==> src/rtl/indexer_defines.vh <==
`ifndef INDEXER_DEFINES_VH
`define INDEXER_DEFINES_VH

// Register byte addresses
`define OFS_CTRL 8'h00
`define OFS_DIVISIONS 8'h04
`define OFS_PITCH 8'h08
`define OFS_REMOTE_SPEED 8'h0c
`define OFS_HOME_ADDR 8'h10
`define OFS_HOME_SHIFT 8'h14
`define OFS_JOG_SPEED 8'h18
`define OFS_HOME_SPEED 8'h1c
`define OFS_QUERY 8'h20
`define OFS_STATUS 8'h24
`define OFS_POSITION 8'h28
`define OFS_REPLY0 8'h2c
`define OFS_TABLE 8'h40
// Control fields
`define CTRL_MODE_LSB 0
`define CTRL_DIR_BIT 3
`define CTRL_TWO_STATION_BIT 4
`define CTRL_HOME_DIR_BIT 5
// Operation modes
`define MODE_DIR_INDEX 3'h0
`define MODE_SHORT_INDEX 3'h1
`define MODE_INDEX_JOG 3'h2
`define MODE_JOG 3'h3
`define MODE_DOG_HOME 3'h4
`define MODE_DATA_HOME 3'h5
`define MODE_RETURN_HOME 3'h6
// Reset values
`define RST_CTRL 32'h00000000
`define RST_DIVISIONS 8'h04
`define RST_PITCH 24'h000064
`define RST_SPEED 16'h0100
// Limits
`define MAX_STATION_ONE 8'h1f
`define MAX_STATION_TWO 9'h0ff
`define REV_OVERFLOW 15'h2000
// Master query codes
`define QRY_CMD_READ 8'h02
`define QRY_DATA_CMD_POS 8'h91
`define QRY_DATA_VERSION 8'h70
`define VERSION_CHARS 15
`define CHAR_SPACE 8'h20
`endif

==> src/rtl/indexer_station_positioning.v <==
// The implementer's own choices: the AXI4-Lite register port and the placing of the registers.
`include "indexer_defines.vh"
module indexer_station_positioning #(
    parameter PULSES_PER_REV = 262144,
    parameter [119:0] VERSION_STRING = "A0.00.0 EXAMPLE"
) (
    input wire aclk,
    input wire aresetn,
    input wire [7:0] s_axi_awaddr,
    input wire s_axi_awvalid,
    output reg s_axi_awready,
    input wire [31:0] s_axi_wdata,
    input wire [3:0] s_axi_wstrb,
    input wire s_axi_wvalid,
    output reg s_axi_wready,
    output reg [1:0] s_axi_bresp,
    output reg s_axi_bvalid,
    input wire s_axi_bready,
    input wire [7:0] s_axi_araddr,
    input wire s_axi_arvalid,
    output reg s_axi_arready,
    output reg [31:0] s_axi_rdata,
    output reg [1:0] s_axi_rresp,
    output reg s_axi_rvalid,
    input wire s_axi_rready,
    input wire [7:0] next_station_select,
    input wire [2:0] speed_select,
    input wire motion_start_input,
    input wire proximity_dog,
    input wire zero_phase_pulse,
    output reg step_out,
    output reg dir_out,
    output reg busy,
    output reg in_position,
    output reg station_error,
    output reg home_done,
    output reg pos_overflow
);
    localparam [6:0] ST_IDLE = 7'h01;
    localparam [6:0] ST_RUN = 7'h02;
    localparam [6:0] ST_JOG = 7'h04;
    localparam [6:0] ST_JOG_STOP = 7'h08;
    localparam [6:0] ST_HOME_SEEK = 7'h10;
    localparam [6:0] ST_HOME_Z = 7'h20;
    localparam [6:0] ST_HOME_OFFS = 7'h40;
    localparam [17:0] REV_LAST = PULSES_PER_REV[17:0] - 18'h1;

    reg [31:0] ctrl_reg;
    reg [7:0] divisions_reg;
    reg [23:0] pitch_reg;
    reg [15:0] remote_speed_reg;
    reg [31:0] home_addr_reg;
    reg [31:0] home_shift_reg;
    reg [15:0] jog_speed_reg;
    reg [15:0] home_speed_reg;
    reg [15:0] query_reg;
    reg [127:0] reply_reg;
    reg reply_ok_reg;
    reg [31:0] table_reg [0:7];
    reg [7:0] aw_addr_reg;
    reg aw_held;
    reg [31:0] w_data_reg;
    reg w_held;

    reg [6:0] state_reg;
    reg [31:0] pos_reg;
    reg [31:0] target_reg;
    reg [23:0] sub_pitch_reg;
    reg [31:0] count_reg;
    reg [15:0] acc_reg;
    reg [15:0] speed_reg;
    reg [17:0] rev_pulse_reg;
    reg signed [14:0] rev_reg;
    reg start_d;
    reg z_d;

    wire [2:0] mode;
    wire two_station;
    wire [31:0] total;
    wire [31:0] station_pos;
    wire path_dir;
    wire at_target;
    wire [127:0] reply_chars;
    wire reply_ok;
    wire [16:0] acc_sum;
    wire step_en;
    wire start_rise;
    wire z_rise;
    wire station_bad;
    wire stop_here;
    wire move_dir;
    wire [31:0] pos_fwd;
    wire [31:0] pos_back;
    wire [15:0] table_speed;
    wire do_write;
    wire [7:0] wa;
    wire [7:0] ra;
    integer k;

    assign mode = ctrl_reg[`CTRL_MODE_LSB+2:`CTRL_MODE_LSB];
    assign two_station = ctrl_reg[`CTRL_TWO_STATION_BIT];
    assign total = {24'h000000, divisions_reg} * {8'h00, pitch_reg};
    // Station number is plain binary, bit0 as LSB
    assign station_pos = {24'h000000, next_station_select} * {8'h00, pitch_reg};
    assign station_bad = (next_station_select >= divisions_reg) ||
        (!two_station && next_station_select >= `MAX_STATION_ONE) ||
        (next_station_select > 8'hfe);
    assign table_speed = table_reg[speed_select][15:0];
    assign acc_sum = {1'b0, acc_reg} + {1'b0, speed_reg};
    assign step_en = acc_sum[16] && (state_reg != ST_IDLE);
    assign start_rise = motion_start_input && !start_d;
    assign z_rise = zero_phase_pulse && !z_d;
    // No step in the cycle an index, home-offset or index-jog stop completes
    assign stop_here = (state_reg == ST_RUN && at_target) || (count_reg == 32'h0 &&
        (state_reg == ST_HOME_OFFS || (state_reg == ST_JOG_STOP && sub_pitch_reg == 24'h0)));
    assign pos_fwd = (pos_reg + 32'h1 >= total) ? 32'h0 : pos_reg + 32'h1;
    assign pos_back = (pos_reg == 32'h0) ? total - 32'h1 : pos_reg - 32'h1;
    assign move_dir = (state_reg == ST_RUN) ? path_dir :
        (state_reg[6:4] != 3'h0) ? ctrl_reg[`CTRL_HOME_DIR_BIT] :
        ctrl_reg[`CTRL_DIR_BIT];
    assign do_write = aw_held && w_held && !s_axi_bvalid;
    assign wa = aw_addr_reg;
    assign ra = s_axi_araddr;

    station_path_select u_path (
        .pos(pos_reg),
        .target(target_reg),
        .total(total),
        .fixed_dir(ctrl_reg[`CTRL_DIR_BIT]),
        .shortest(mode == `MODE_SHORT_INDEX),
        .dir(path_dir),
        .at_target(at_target)
    );

    reply_formatter #(
        .VERSION_STRING(VERSION_STRING)
    ) u_reply (
        .query_cmd(query_reg[15:8]),
        .query_data(query_reg[7:0]),
        .position(pos_reg),
        .reply_chars(reply_chars),
        .reply_ok(reply_ok)
    );

    // Write channel: address and data taken in either order
    always @(posedge aclk) begin
        if (!aresetn) begin
            aw_held <= 1'b0;
            w_held <= 1'b0;
            aw_addr_reg <= 8'h00;
            w_data_reg <= 32'h00000000;
            s_axi_awready <= 1'b0;
            s_axi_wready <= 1'b0;
            s_axi_bvalid <= 1'b0;
            s_axi_bresp <= 2'h0;
        end else begin
            s_axi_awready <= !aw_held && !s_axi_awready && s_axi_awvalid;
            s_axi_wready <= !w_held && !s_axi_wready && s_axi_wvalid;
            if (s_axi_awvalid && s_axi_awready) begin
                aw_held <= 1'b1;
                aw_addr_reg <= s_axi_awaddr;
            end
            if (s_axi_wvalid && s_axi_wready) begin
                w_held <= 1'b1;
                w_data_reg <= s_axi_wdata;
            end
            if (do_write) begin
                aw_held <= 1'b0;
                w_held <= 1'b0;
                s_axi_bvalid <= 1'b1;
                s_axi_bresp <= (wa[1:0] != 2'h0 || (wa > `OFS_QUERY && wa < `OFS_TABLE) ||
                    wa > `OFS_TABLE + 8'h1c) ? 2'h2 : 2'h0;
            end else if (s_axi_bready) begin
                s_axi_bvalid <= 1'b0;
            end
        end
    end

    // Register file, query latch
    always @(posedge aclk) begin
        if (!aresetn) begin
            ctrl_reg <= `RST_CTRL;
            divisions_reg <= `RST_DIVISIONS;
            pitch_reg <= `RST_PITCH;
            remote_speed_reg <= `RST_SPEED;
            home_addr_reg <= 32'h00000000;
            home_shift_reg <= 32'h00000000;
            jog_speed_reg <= `RST_SPEED;
            home_speed_reg <= `RST_SPEED;
            query_reg <= 16'h0000;
            for (k = 0; k < 8; k = k + 1) begin
                table_reg[k] <= {16'h0000, `RST_SPEED};
            end
        end else if (do_write) begin
            case (wa)
                `OFS_CTRL: ctrl_reg <= w_data_reg;
                `OFS_DIVISIONS: divisions_reg <= w_data_reg[7:0];
                `OFS_PITCH: pitch_reg <= w_data_reg[23:0];
                `OFS_REMOTE_SPEED: remote_speed_reg <= w_data_reg[15:0];
                `OFS_HOME_ADDR: home_addr_reg <= w_data_reg;
                `OFS_HOME_SHIFT: home_shift_reg <= w_data_reg;
                `OFS_JOG_SPEED: jog_speed_reg <= w_data_reg[15:0];
                `OFS_HOME_SPEED: home_speed_reg <= w_data_reg[15:0];
                `OFS_QUERY: query_reg <= w_data_reg[15:0];
                default: begin
                    if (wa[7:5] == 3'h2 && wa[1:0] == 2'h0) begin
                        table_reg[wa[4:2]] <= w_data_reg;
                    end
                end
            endcase
        end
    end

    // Reply buffer catches the answer one cycle after the query is written
    always @(posedge aclk) begin
        if (!aresetn) begin
            reply_reg <= {16{`CHAR_SPACE}};
            reply_ok_reg <= 1'b0;
        end else begin
            reply_reg <= reply_chars;
            reply_ok_reg <= reply_ok;
        end
    end

    // Read channel: one-cycle answer
    always @(posedge aclk) begin
        if (!aresetn) begin
            s_axi_arready <= 1'b0;
            s_axi_rvalid <= 1'b0;
            s_axi_rdata <= 32'h00000000;
            s_axi_rresp <= 2'h0;
        end else begin
            s_axi_arready <= !s_axi_rvalid && !s_axi_arready && s_axi_arvalid;
            if (s_axi_arvalid && s_axi_arready) begin
                s_axi_rvalid <= 1'b1;
                s_axi_rresp <= 2'h0;
                case (ra)
                    `OFS_CTRL: s_axi_rdata <= ctrl_reg;
                    `OFS_DIVISIONS: s_axi_rdata <= {24'h0, divisions_reg};
                    `OFS_PITCH: s_axi_rdata <= {8'h0, pitch_reg};
                    `OFS_REMOTE_SPEED: s_axi_rdata <= {16'h0, remote_speed_reg};
                    `OFS_HOME_ADDR: s_axi_rdata <= home_addr_reg;
                    `OFS_HOME_SHIFT: s_axi_rdata <= home_shift_reg;
                    `OFS_JOG_SPEED: s_axi_rdata <= {16'h0, jog_speed_reg};
                    `OFS_HOME_SPEED: s_axi_rdata <= {16'h0, home_speed_reg};
                    `OFS_QUERY: s_axi_rdata <= {16'h0, query_reg};
                    `OFS_STATUS: s_axi_rdata <= {19'h0, state_reg, reply_ok_reg,
                        pos_overflow, home_done, station_error, in_position, busy};
                    `OFS_POSITION: s_axi_rdata <= pos_reg;
                    `OFS_REPLY0: s_axi_rdata <= reply_reg[127:96];
                    `OFS_REPLY0 + 8'h04: s_axi_rdata <= reply_reg[95:64];
                    `OFS_REPLY0 + 8'h08: s_axi_rdata <= reply_reg[63:32];
                    `OFS_REPLY0 + 8'h0c: s_axi_rdata <= reply_reg[31:0];
                    default: begin
                        if (ra[7:5] == 3'h2 && ra[1:0] == 2'h0) begin
                            s_axi_rdata <= table_reg[ra[4:2]];
                        end else begin
                            s_axi_rdata <= 32'h00000000;
                            s_axi_rresp <= 2'h2;
                        end
                    end
                endcase
            end else if (s_axi_rready) begin
                s_axi_rvalid <= 1'b0;
            end
        end
    end

    // Motion sequencer
    always @(posedge aclk) begin
        if (!aresetn) begin
            state_reg <= ST_IDLE;
            pos_reg <= 32'h00000000;
            target_reg <= 32'h00000000;
            sub_pitch_reg <= 24'h000000;
            count_reg <= 32'h00000000;
            acc_reg <= 16'h0000;
            speed_reg <= 16'h0000;
            start_d <= 1'b0;
            z_d <= 1'b0;
            step_out <= 1'b0;
            dir_out <= 1'b0;
            busy <= 1'b0;
            in_position <= 1'b0;
            station_error <= 1'b0;
            home_done <= 1'b0;
        end else begin
            start_d <= motion_start_input;
            z_d <= zero_phase_pulse;
            acc_reg <= (state_reg == ST_IDLE) ? 16'h0000 : acc_sum[15:0];
            step_out <= 1'b0;
            busy <= (state_reg != ST_IDLE);
            if (step_en) begin
                step_out <= !stop_here;
                dir_out <= move_dir;
            end
            if (step_en && !stop_here) begin
                pos_reg <= move_dir ? pos_fwd : pos_back;
                if (move_dir) begin
                    sub_pitch_reg <= (sub_pitch_reg + 24'h1 >= pitch_reg) ? 24'h0 :
                        sub_pitch_reg + 24'h1;
                end else begin
                    sub_pitch_reg <= (sub_pitch_reg == 24'h0) ? pitch_reg - 24'h1 :
                        sub_pitch_reg - 24'h1;
                end
            end
            case (state_reg)
                ST_IDLE: begin
                    if (start_rise) begin
                        in_position <= 1'b0;
                        station_error <= 1'b0;
                        speed_reg <= two_station ? remote_speed_reg : table_speed;
                        case (mode)
                            `MODE_DIR_INDEX, `MODE_SHORT_INDEX: begin
                                if (station_bad) begin
                                    station_error <= 1'b1;
                                end else begin
                                    target_reg <= station_pos;
                                    state_reg <= ST_RUN;
                                end
                            end
                            `MODE_INDEX_JOG: state_reg <= ST_JOG;
                            `MODE_JOG: begin
                                speed_reg <= jog_speed_reg;
                                state_reg <= ST_JOG;
                            end
                            `MODE_DOG_HOME: begin
                                speed_reg <= home_speed_reg;
                                home_done <= 1'b0;
                                state_reg <= ST_HOME_SEEK;
                            end
                            `MODE_DATA_HOME: begin
                                pos_reg <= home_addr_reg;
                                sub_pitch_reg <= 24'h0;
                                home_done <= 1'b1;
                                in_position <= 1'b1;
                            end
                            `MODE_RETURN_HOME: begin
                                if (!home_done) begin
                                    station_error <= 1'b1;
                                end else begin
                                    target_reg <= home_addr_reg;
                                    speed_reg <= home_speed_reg;
                                    state_reg <= ST_RUN;
                                end
                            end
                            default: station_error <= 1'b1;
                        endcase
                    end
                end
                ST_RUN: begin
                    if (at_target) begin
                        in_position <= 1'b1;
                        state_reg <= ST_IDLE;
                    end
                end
                ST_JOG: begin
                    if (!motion_start_input) begin
                        if (mode == `MODE_INDEX_JOG) begin
                            // Deceleration distance from the selected table entry
                            count_reg <= {16'h0, table_reg[speed_select][31:16]};
                            state_reg <= ST_JOG_STOP;
                        end else begin
                            state_reg <= ST_IDLE;
                        end
                    end
                end
                ST_JOG_STOP: begin
                    if (count_reg == 32'h0 && sub_pitch_reg == 24'h0) begin
                        in_position <= 1'b1;
                        state_reg <= ST_IDLE;
                    end else if (step_en && count_reg != 32'h0) begin
                        count_reg <= count_reg - 32'h1;
                    end
                end
                ST_HOME_SEEK: begin
                    if (proximity_dog) begin
                        count_reg <= home_shift_reg;
                        state_reg <= ST_HOME_Z;
                    end
                end
                ST_HOME_Z: begin
                    if (z_rise) begin
                        count_reg <= home_shift_reg;
                        state_reg <= ST_HOME_OFFS;
                    end
                end
                ST_HOME_OFFS: begin
                    if (count_reg == 32'h0) begin
                        pos_reg <= home_addr_reg;
                        sub_pitch_reg <= 24'h0;
                        home_done <= 1'b1;
                        in_position <= 1'b1;
                        state_reg <= ST_IDLE;
                    end else if (step_en) begin
                        count_reg <= count_reg - 32'h1;
                    end
                end
                default: state_reg <= ST_IDLE;
            endcase
        end
    end

    // Motor-side revolution count from home
    always @(posedge aclk) begin
        if (!aresetn) begin
            rev_pulse_reg <= 18'h0;
            rev_reg <= 15'h0;
            pos_overflow <= 1'b0;
        end else if ((state_reg == ST_IDLE && start_rise && mode == `MODE_DATA_HOME) ||
            (state_reg == ST_HOME_OFFS && count_reg == 32'h0)) begin
            rev_pulse_reg <= 18'h0;
            rev_reg <= 15'h0;
            pos_overflow <= 1'b0;
        end else if (step_en && !stop_here) begin
            if (move_dir) begin
                if (rev_pulse_reg == REV_LAST) begin
                    rev_pulse_reg <= 18'h0;
                    rev_reg <= rev_reg + 15'sh1;
                end else begin
                    rev_pulse_reg <= rev_pulse_reg + 18'h1;
                end
            end else if (rev_pulse_reg == 18'h0) begin
                rev_pulse_reg <= REV_LAST;
                rev_reg <= rev_reg - 15'sh1;
            end else begin
                rev_pulse_reg <= rev_pulse_reg - 18'h1;
            end
            if (move_dir && rev_pulse_reg == REV_LAST &&
                rev_reg >= $signed(`REV_OVERFLOW - 15'h1) ||
                !move_dir && rev_pulse_reg == 18'h1 && rev_reg <= -$signed(`REV_OVERFLOW)) begin
                pos_overflow <= 1'b1;
            end
        end
    end
endmodule // indexer_station_positioning

==> src/rtl/reply_formatter.v <==
`include "indexer_defines.vh"
module reply_formatter #(
    parameter [119:0] VERSION_STRING = "A0.00.0 EXAMPLE"
) (
    input wire [7:0] query_cmd,
    input wire [7:0] query_data,
    input wire [31:0] position,
    output reg [127:0] reply_chars,
    output reg reply_ok
);
    wire [63:0] hex_chars;
    genvar i;

    generate
        for (i = 0; i < 8; i = i + 1) begin : g_hex
            wire [3:0] nib;
            assign nib = position[4*i+3:4*i];
            assign hex_chars[8*i+7:8*i] = (nib < 4'ha) ? {4'h3, nib} :
                {4'h4, nib - 4'h9};
        end
    endgenerate

    always @* begin
        reply_chars = {16{`CHAR_SPACE}};
        reply_ok = 1'b0;
        if (query_cmd == `QRY_CMD_READ && query_data == `QRY_DATA_CMD_POS) begin
            reply_chars = {hex_chars, {8{`CHAR_SPACE}}};
            reply_ok = 1'b1;
        end else if (query_cmd == `QRY_CMD_READ && query_data == `QRY_DATA_VERSION) begin
            // Leading space, then the fixed-width version field
            reply_chars = {`CHAR_SPACE, VERSION_STRING};
            reply_ok = 1'b1;
        end
    end
endmodule // reply_formatter

==> src/rtl/station_path_select.v <==
module station_path_select (
    input wire [31:0] pos,
    input wire [31:0] target,
    input wire [31:0] total,
    input wire fixed_dir,
    input wire shortest,
    output wire dir,
    output wire at_target
);
    wire [31:0] fwd_dist;
    wire [31:0] back_dist;

    assign fwd_dist = (target >= pos) ? target - pos : target + total - pos;
    assign back_dist = total - fwd_dist;
    assign at_target = (pos == target);
    // High dir means forward
    assign dir = shortest ? (fwd_dist <= back_dist) : fixed_dir;
endmodule // station_path_select

==> config.mk <==
export PLATFORM = sky130hd
export DESIGN_NAME = indexer_station_positioning
export DESIGN_NICKNAME = d
export VERILOG_FILES = /design/src/rtl/indexer_station_positioning.v /design/src/rtl/reply_formatter.v /design/src/rtl/station_path_select.v
export VERILOG_INCLUDE_DIRS = /design/src /design/src/rtl
export SDC_FILE = /design/constraint.sdc
export NUM_CORES = 2
export LEC_CHECK = 0
export BUFFER_PORTS_ARGS = -buffer_cell sky130_fd_sc_hd__buf_2
export CORE_MARGIN = 3
export CORE_UTILIZATION = 36
export CTS_CLUSTER_SIZE = 28
export DETAILED_ROUTE_END_ITERATION = 16
export GPL_TIMING_DRIVEN = 1
export HOLD_SLACK_MARGIN = 0.08
export PLACE_DENSITY = 0.59
export SYNTH_ARGS = -nofsm -noshare
export SYNTH_HDL_FRONTEND = slang
export SYNTH_SLANG_ARGS = --single-unit
==> constraint.sdc <==
create_clock -name aclk -period 19 [get_ports aclk]
set_clock_uncertainty 0.1 [all_clocks]
set_input_delay 0.95 -clock aclk [delete_from_list [all_inputs] [get_ports aclk]]
set_output_delay 0.95 -clock aclk [all_outputs]
set_load 0.005 [all_outputs]
==> impl_results.md <==
* Status: finished, final reports clean
* WP data required at just under 20 ns
* Max-Slew Margin vs Limit at about 6.1%
* Filler cells at 16803
* Initial antenna violation count at 8
* Area of the multi-input gates at just under 40000 sq um
* CTS Buffer Depth at 3
* Cell family with most CP delay: compound AO/OA/AOI/OAI gates
* Crit. End Element: register
* Switch Pwr at between 1000 and 1500 uW
* Gr ovfl total at 0
* Vias in the first global route at between 50000 and 60000
* Critical Path Slowest Stage Cell: dfxtp_1
* Clock tree from TritonCTS: yes
* Power Density at 67.42 nW/um^2
* Static Leak at between 0.02 and 0.03 uW
* Synthesized flop and latch total at 789
* Most common cell type on the critical path: o21ai_0
* Num ports at 121
* # clock sinks at 789
* Synth top area share at 17.47%
* Die Y at about 420 um
* Clock latency on the worst-skew pair at 0.74 ns
* PostCTS Resize Cnt at 0
* Initial Util at 36.37%
* Die ar. at between 150000 and 200000 sq um
* Setup TNS at 0 ns
* Final Hold Viols at 0
* Flop pwr share at about two fifths
* Setup crit start kind: register
* Port Buf Inserts at approximately 110
* Vias per cell at approximately 5.9
* Nets at approximately 7700
* Post-synth EDFFs at roughly 260
* Clock H-tree levels at 3
* CTS Root Cell: clkbuf_16
* Global-route wire length before repair at 345.1 mm
* Worst hold path type: reg2reg
* Placed cell areas at 63930 sq um
* Wirelength, routed at 232.7 mm
* VDD IR max at between 0.07 and 0.08 mV
* Post-route DRC at 0
* Non-filler cells in the finished layout at slightly above 9000
* Fin area at around 67000 sq um
* Fin crit share at 87.58%
* Finish-stage setup viols at 0
* Post-DR wirelength/cell at around 25 um
* Synth area leaders: dfxtp_1, edfxtp_1, fa_1
* Most frequent cells after synthesis: nand2_1, a21oi_1, nor2_1
* Seq/Total Area, Yosys at approximately 30%
* CORE AREA at 168000 sq um
* Fmax at roughly 60 MHz
* Via count at 54199
* Post-DP HPWL at 167.2 mm
* Setup Fix Bufs, Post-CTS at 0
* Post-route ant nets at 0
* Ys async rst share at 0%
* Clock power frac at between 40% and 50%
* Synthesized area at 61090 sq um
* Critical path fanouts, max at 14
* Primary FF master, synth: dfxtp_1
* Switching share of power at 29.81%
* Crit path buffers/inverters at 6
* Max-capacitance violation count at 0
* Minimum clock period at roughly 17 ns
* Total CTS buffers at 92
* Layout cells sized above 1 at a little under a tenth
* RSZ-0062 raised after global routing: false
* CP max stage delay at 0.94 ns
* Initial DRC Count at about 5500
* Row count at 150
* Slew Limit Fails at 0
* DP Cell Count at ~9000
* Yosys top cell by area: dfxtp_1
* Mapped Cells at between 7000 and 8000
* Ys Warns at 0
* Mean Syn Cell Area at between 8 and 9 sq um
* Hold buffer count at cts at 0
* Pin count of the biggest net entering global routing at a little over 100
* Least-Margin Pin Slew at 1.398 ns
* Yosys cell types at 90
* Logic gate share of total power at 18.3%
* Arr. time, crit path at around 17 ns
* RD Place Congestion at between 0.9 and 1
* Area Overhead vs Synth at 9.817%
* Internal power at roughly 3200 uW
* Total global-route track usage at a little over a quarter
* Clock-pin slew on the worst setup and hold paths at about 0.060 ns
* Drt first pass iters at 6
* Max FFs per register at about 260
* Die width at 417.9 um
* Most common cell in the netlist: nand2_1
* Reg area at between 15000 and 20000 sq um
* Smallest hold slack at ~0.35 ns
* Setup Crit Path Kind: reg2reg
-- placed cells by master (no fill, tap or decap), drive strengths merged, types with 47 or more instances in the layout --
master	n
ha	361
edfxtp	256
inv	436
a22oi	66
a31oi	68
and3	47
fa	299
nand2b	50
or3	47
a21oi	592
nor2	549
buf	257
nand3	127
and2	370
nor3	127
xor2	72
xnor2	163
mux2i	128
clkbuf	127
a21o	131
nor4	48
a221oi	80
mux4	135
nand4	58
o21ai	353
dfxtp	533
nand2	966
a211oi	75
-- worst paths after layout --
path                                                   from                          end  slack, ns  cells after the start
worst min-delay path            aw_addr_reg[7]$_SDFFE_PN0P_  aw_addr_reg[7]$_SDFFE_PN0P_       0.35                      2
worst min register to register  aw_addr_reg[7]$_SDFFE_PN0P_  aw_addr_reg[7]$_SDFFE_PN0P_       0.35                      2
worst max register to register    pitch_reg[5]$_SDFFE_PN1P_     rev_reg[14]$_SDFFE_PP0P_       2.36                     60
worst max-delay path              pitch_reg[5]$_SDFFE_PN1P_     rev_reg[14]$_SDFFE_PP0P_       2.36                     60
-- cells by family (layout without fill, tap and decap cells) --
group | count (synthesis) | count (layout) | share of synthesized area (%)
xor gates and xnor gates | 235 | 235 | 3.369
muxes | 274 | 274 | 7.277
adders and majority gates | 660 | 660 | 17.19
buffers and inverters | 924 | 870 | 5.716
DFF | 789 | 789 | 30.05
AOI/OAI and AO/OA | 1657 | 1657 | 16.95
other | 1 | 8 | 0.006139
and+or+nand+nor | 2523 | 2523 | 19.44
-- final cells by class --
cell class	count	share of cell area [%]
well taps	2204	4.111
clock inverters	43	0.8822
repair buffers	257	2.466
inverters	443	2.490
multi-input cells	5351	58.86
diodes	6	0.02238
clock buffers	127	3.808
flip-flops and latches	789	27.36
-- layer usage --
layer	wire length [um]	vias up	track usage, %	share of wire, %
met4	14930	6	14.28	6.4
met3	18340	549	4.108	7.9
met1	93660	26749	33.66	40
met2	105700	2372	42.29	45
li1	-	24523	-	-
met5	39	-	0	0.017
-- through the flow --
stage / utilization, % / worst slack [ns] / total power, uW
4_1_cts: 39.93 / 2.388 / 4532
2_1_floorplan: - / 4.887 / 2416
3_5_place_dp: 38.06 / 2.538 / 2662
3_3_place_gp: 38.06 / 2.446 / 2650
6_report: 39.94 / 2.360 / 4523
5_1_grt: 39.93 / 1.058 / 4694
-- tightest hold or removal path, stage by stage (launching register included) --
cell     delay, ns
dfxtp_1       0.30
nand2_1       0.05
a21oi_1       0.05
-- power groups by stage --
stage                     Combinational, uW  Clock [uW]  Sequential, uW
after floorplan                         591           0            1830
after global placement                  803           0            1850
after detailed placement                813           0            1850
after CTS                               818        1900            1810
after global routing                    907        1970            1810
final                                   827        1880            1810
Note: power is estimated with default switching activity, not from simulation.
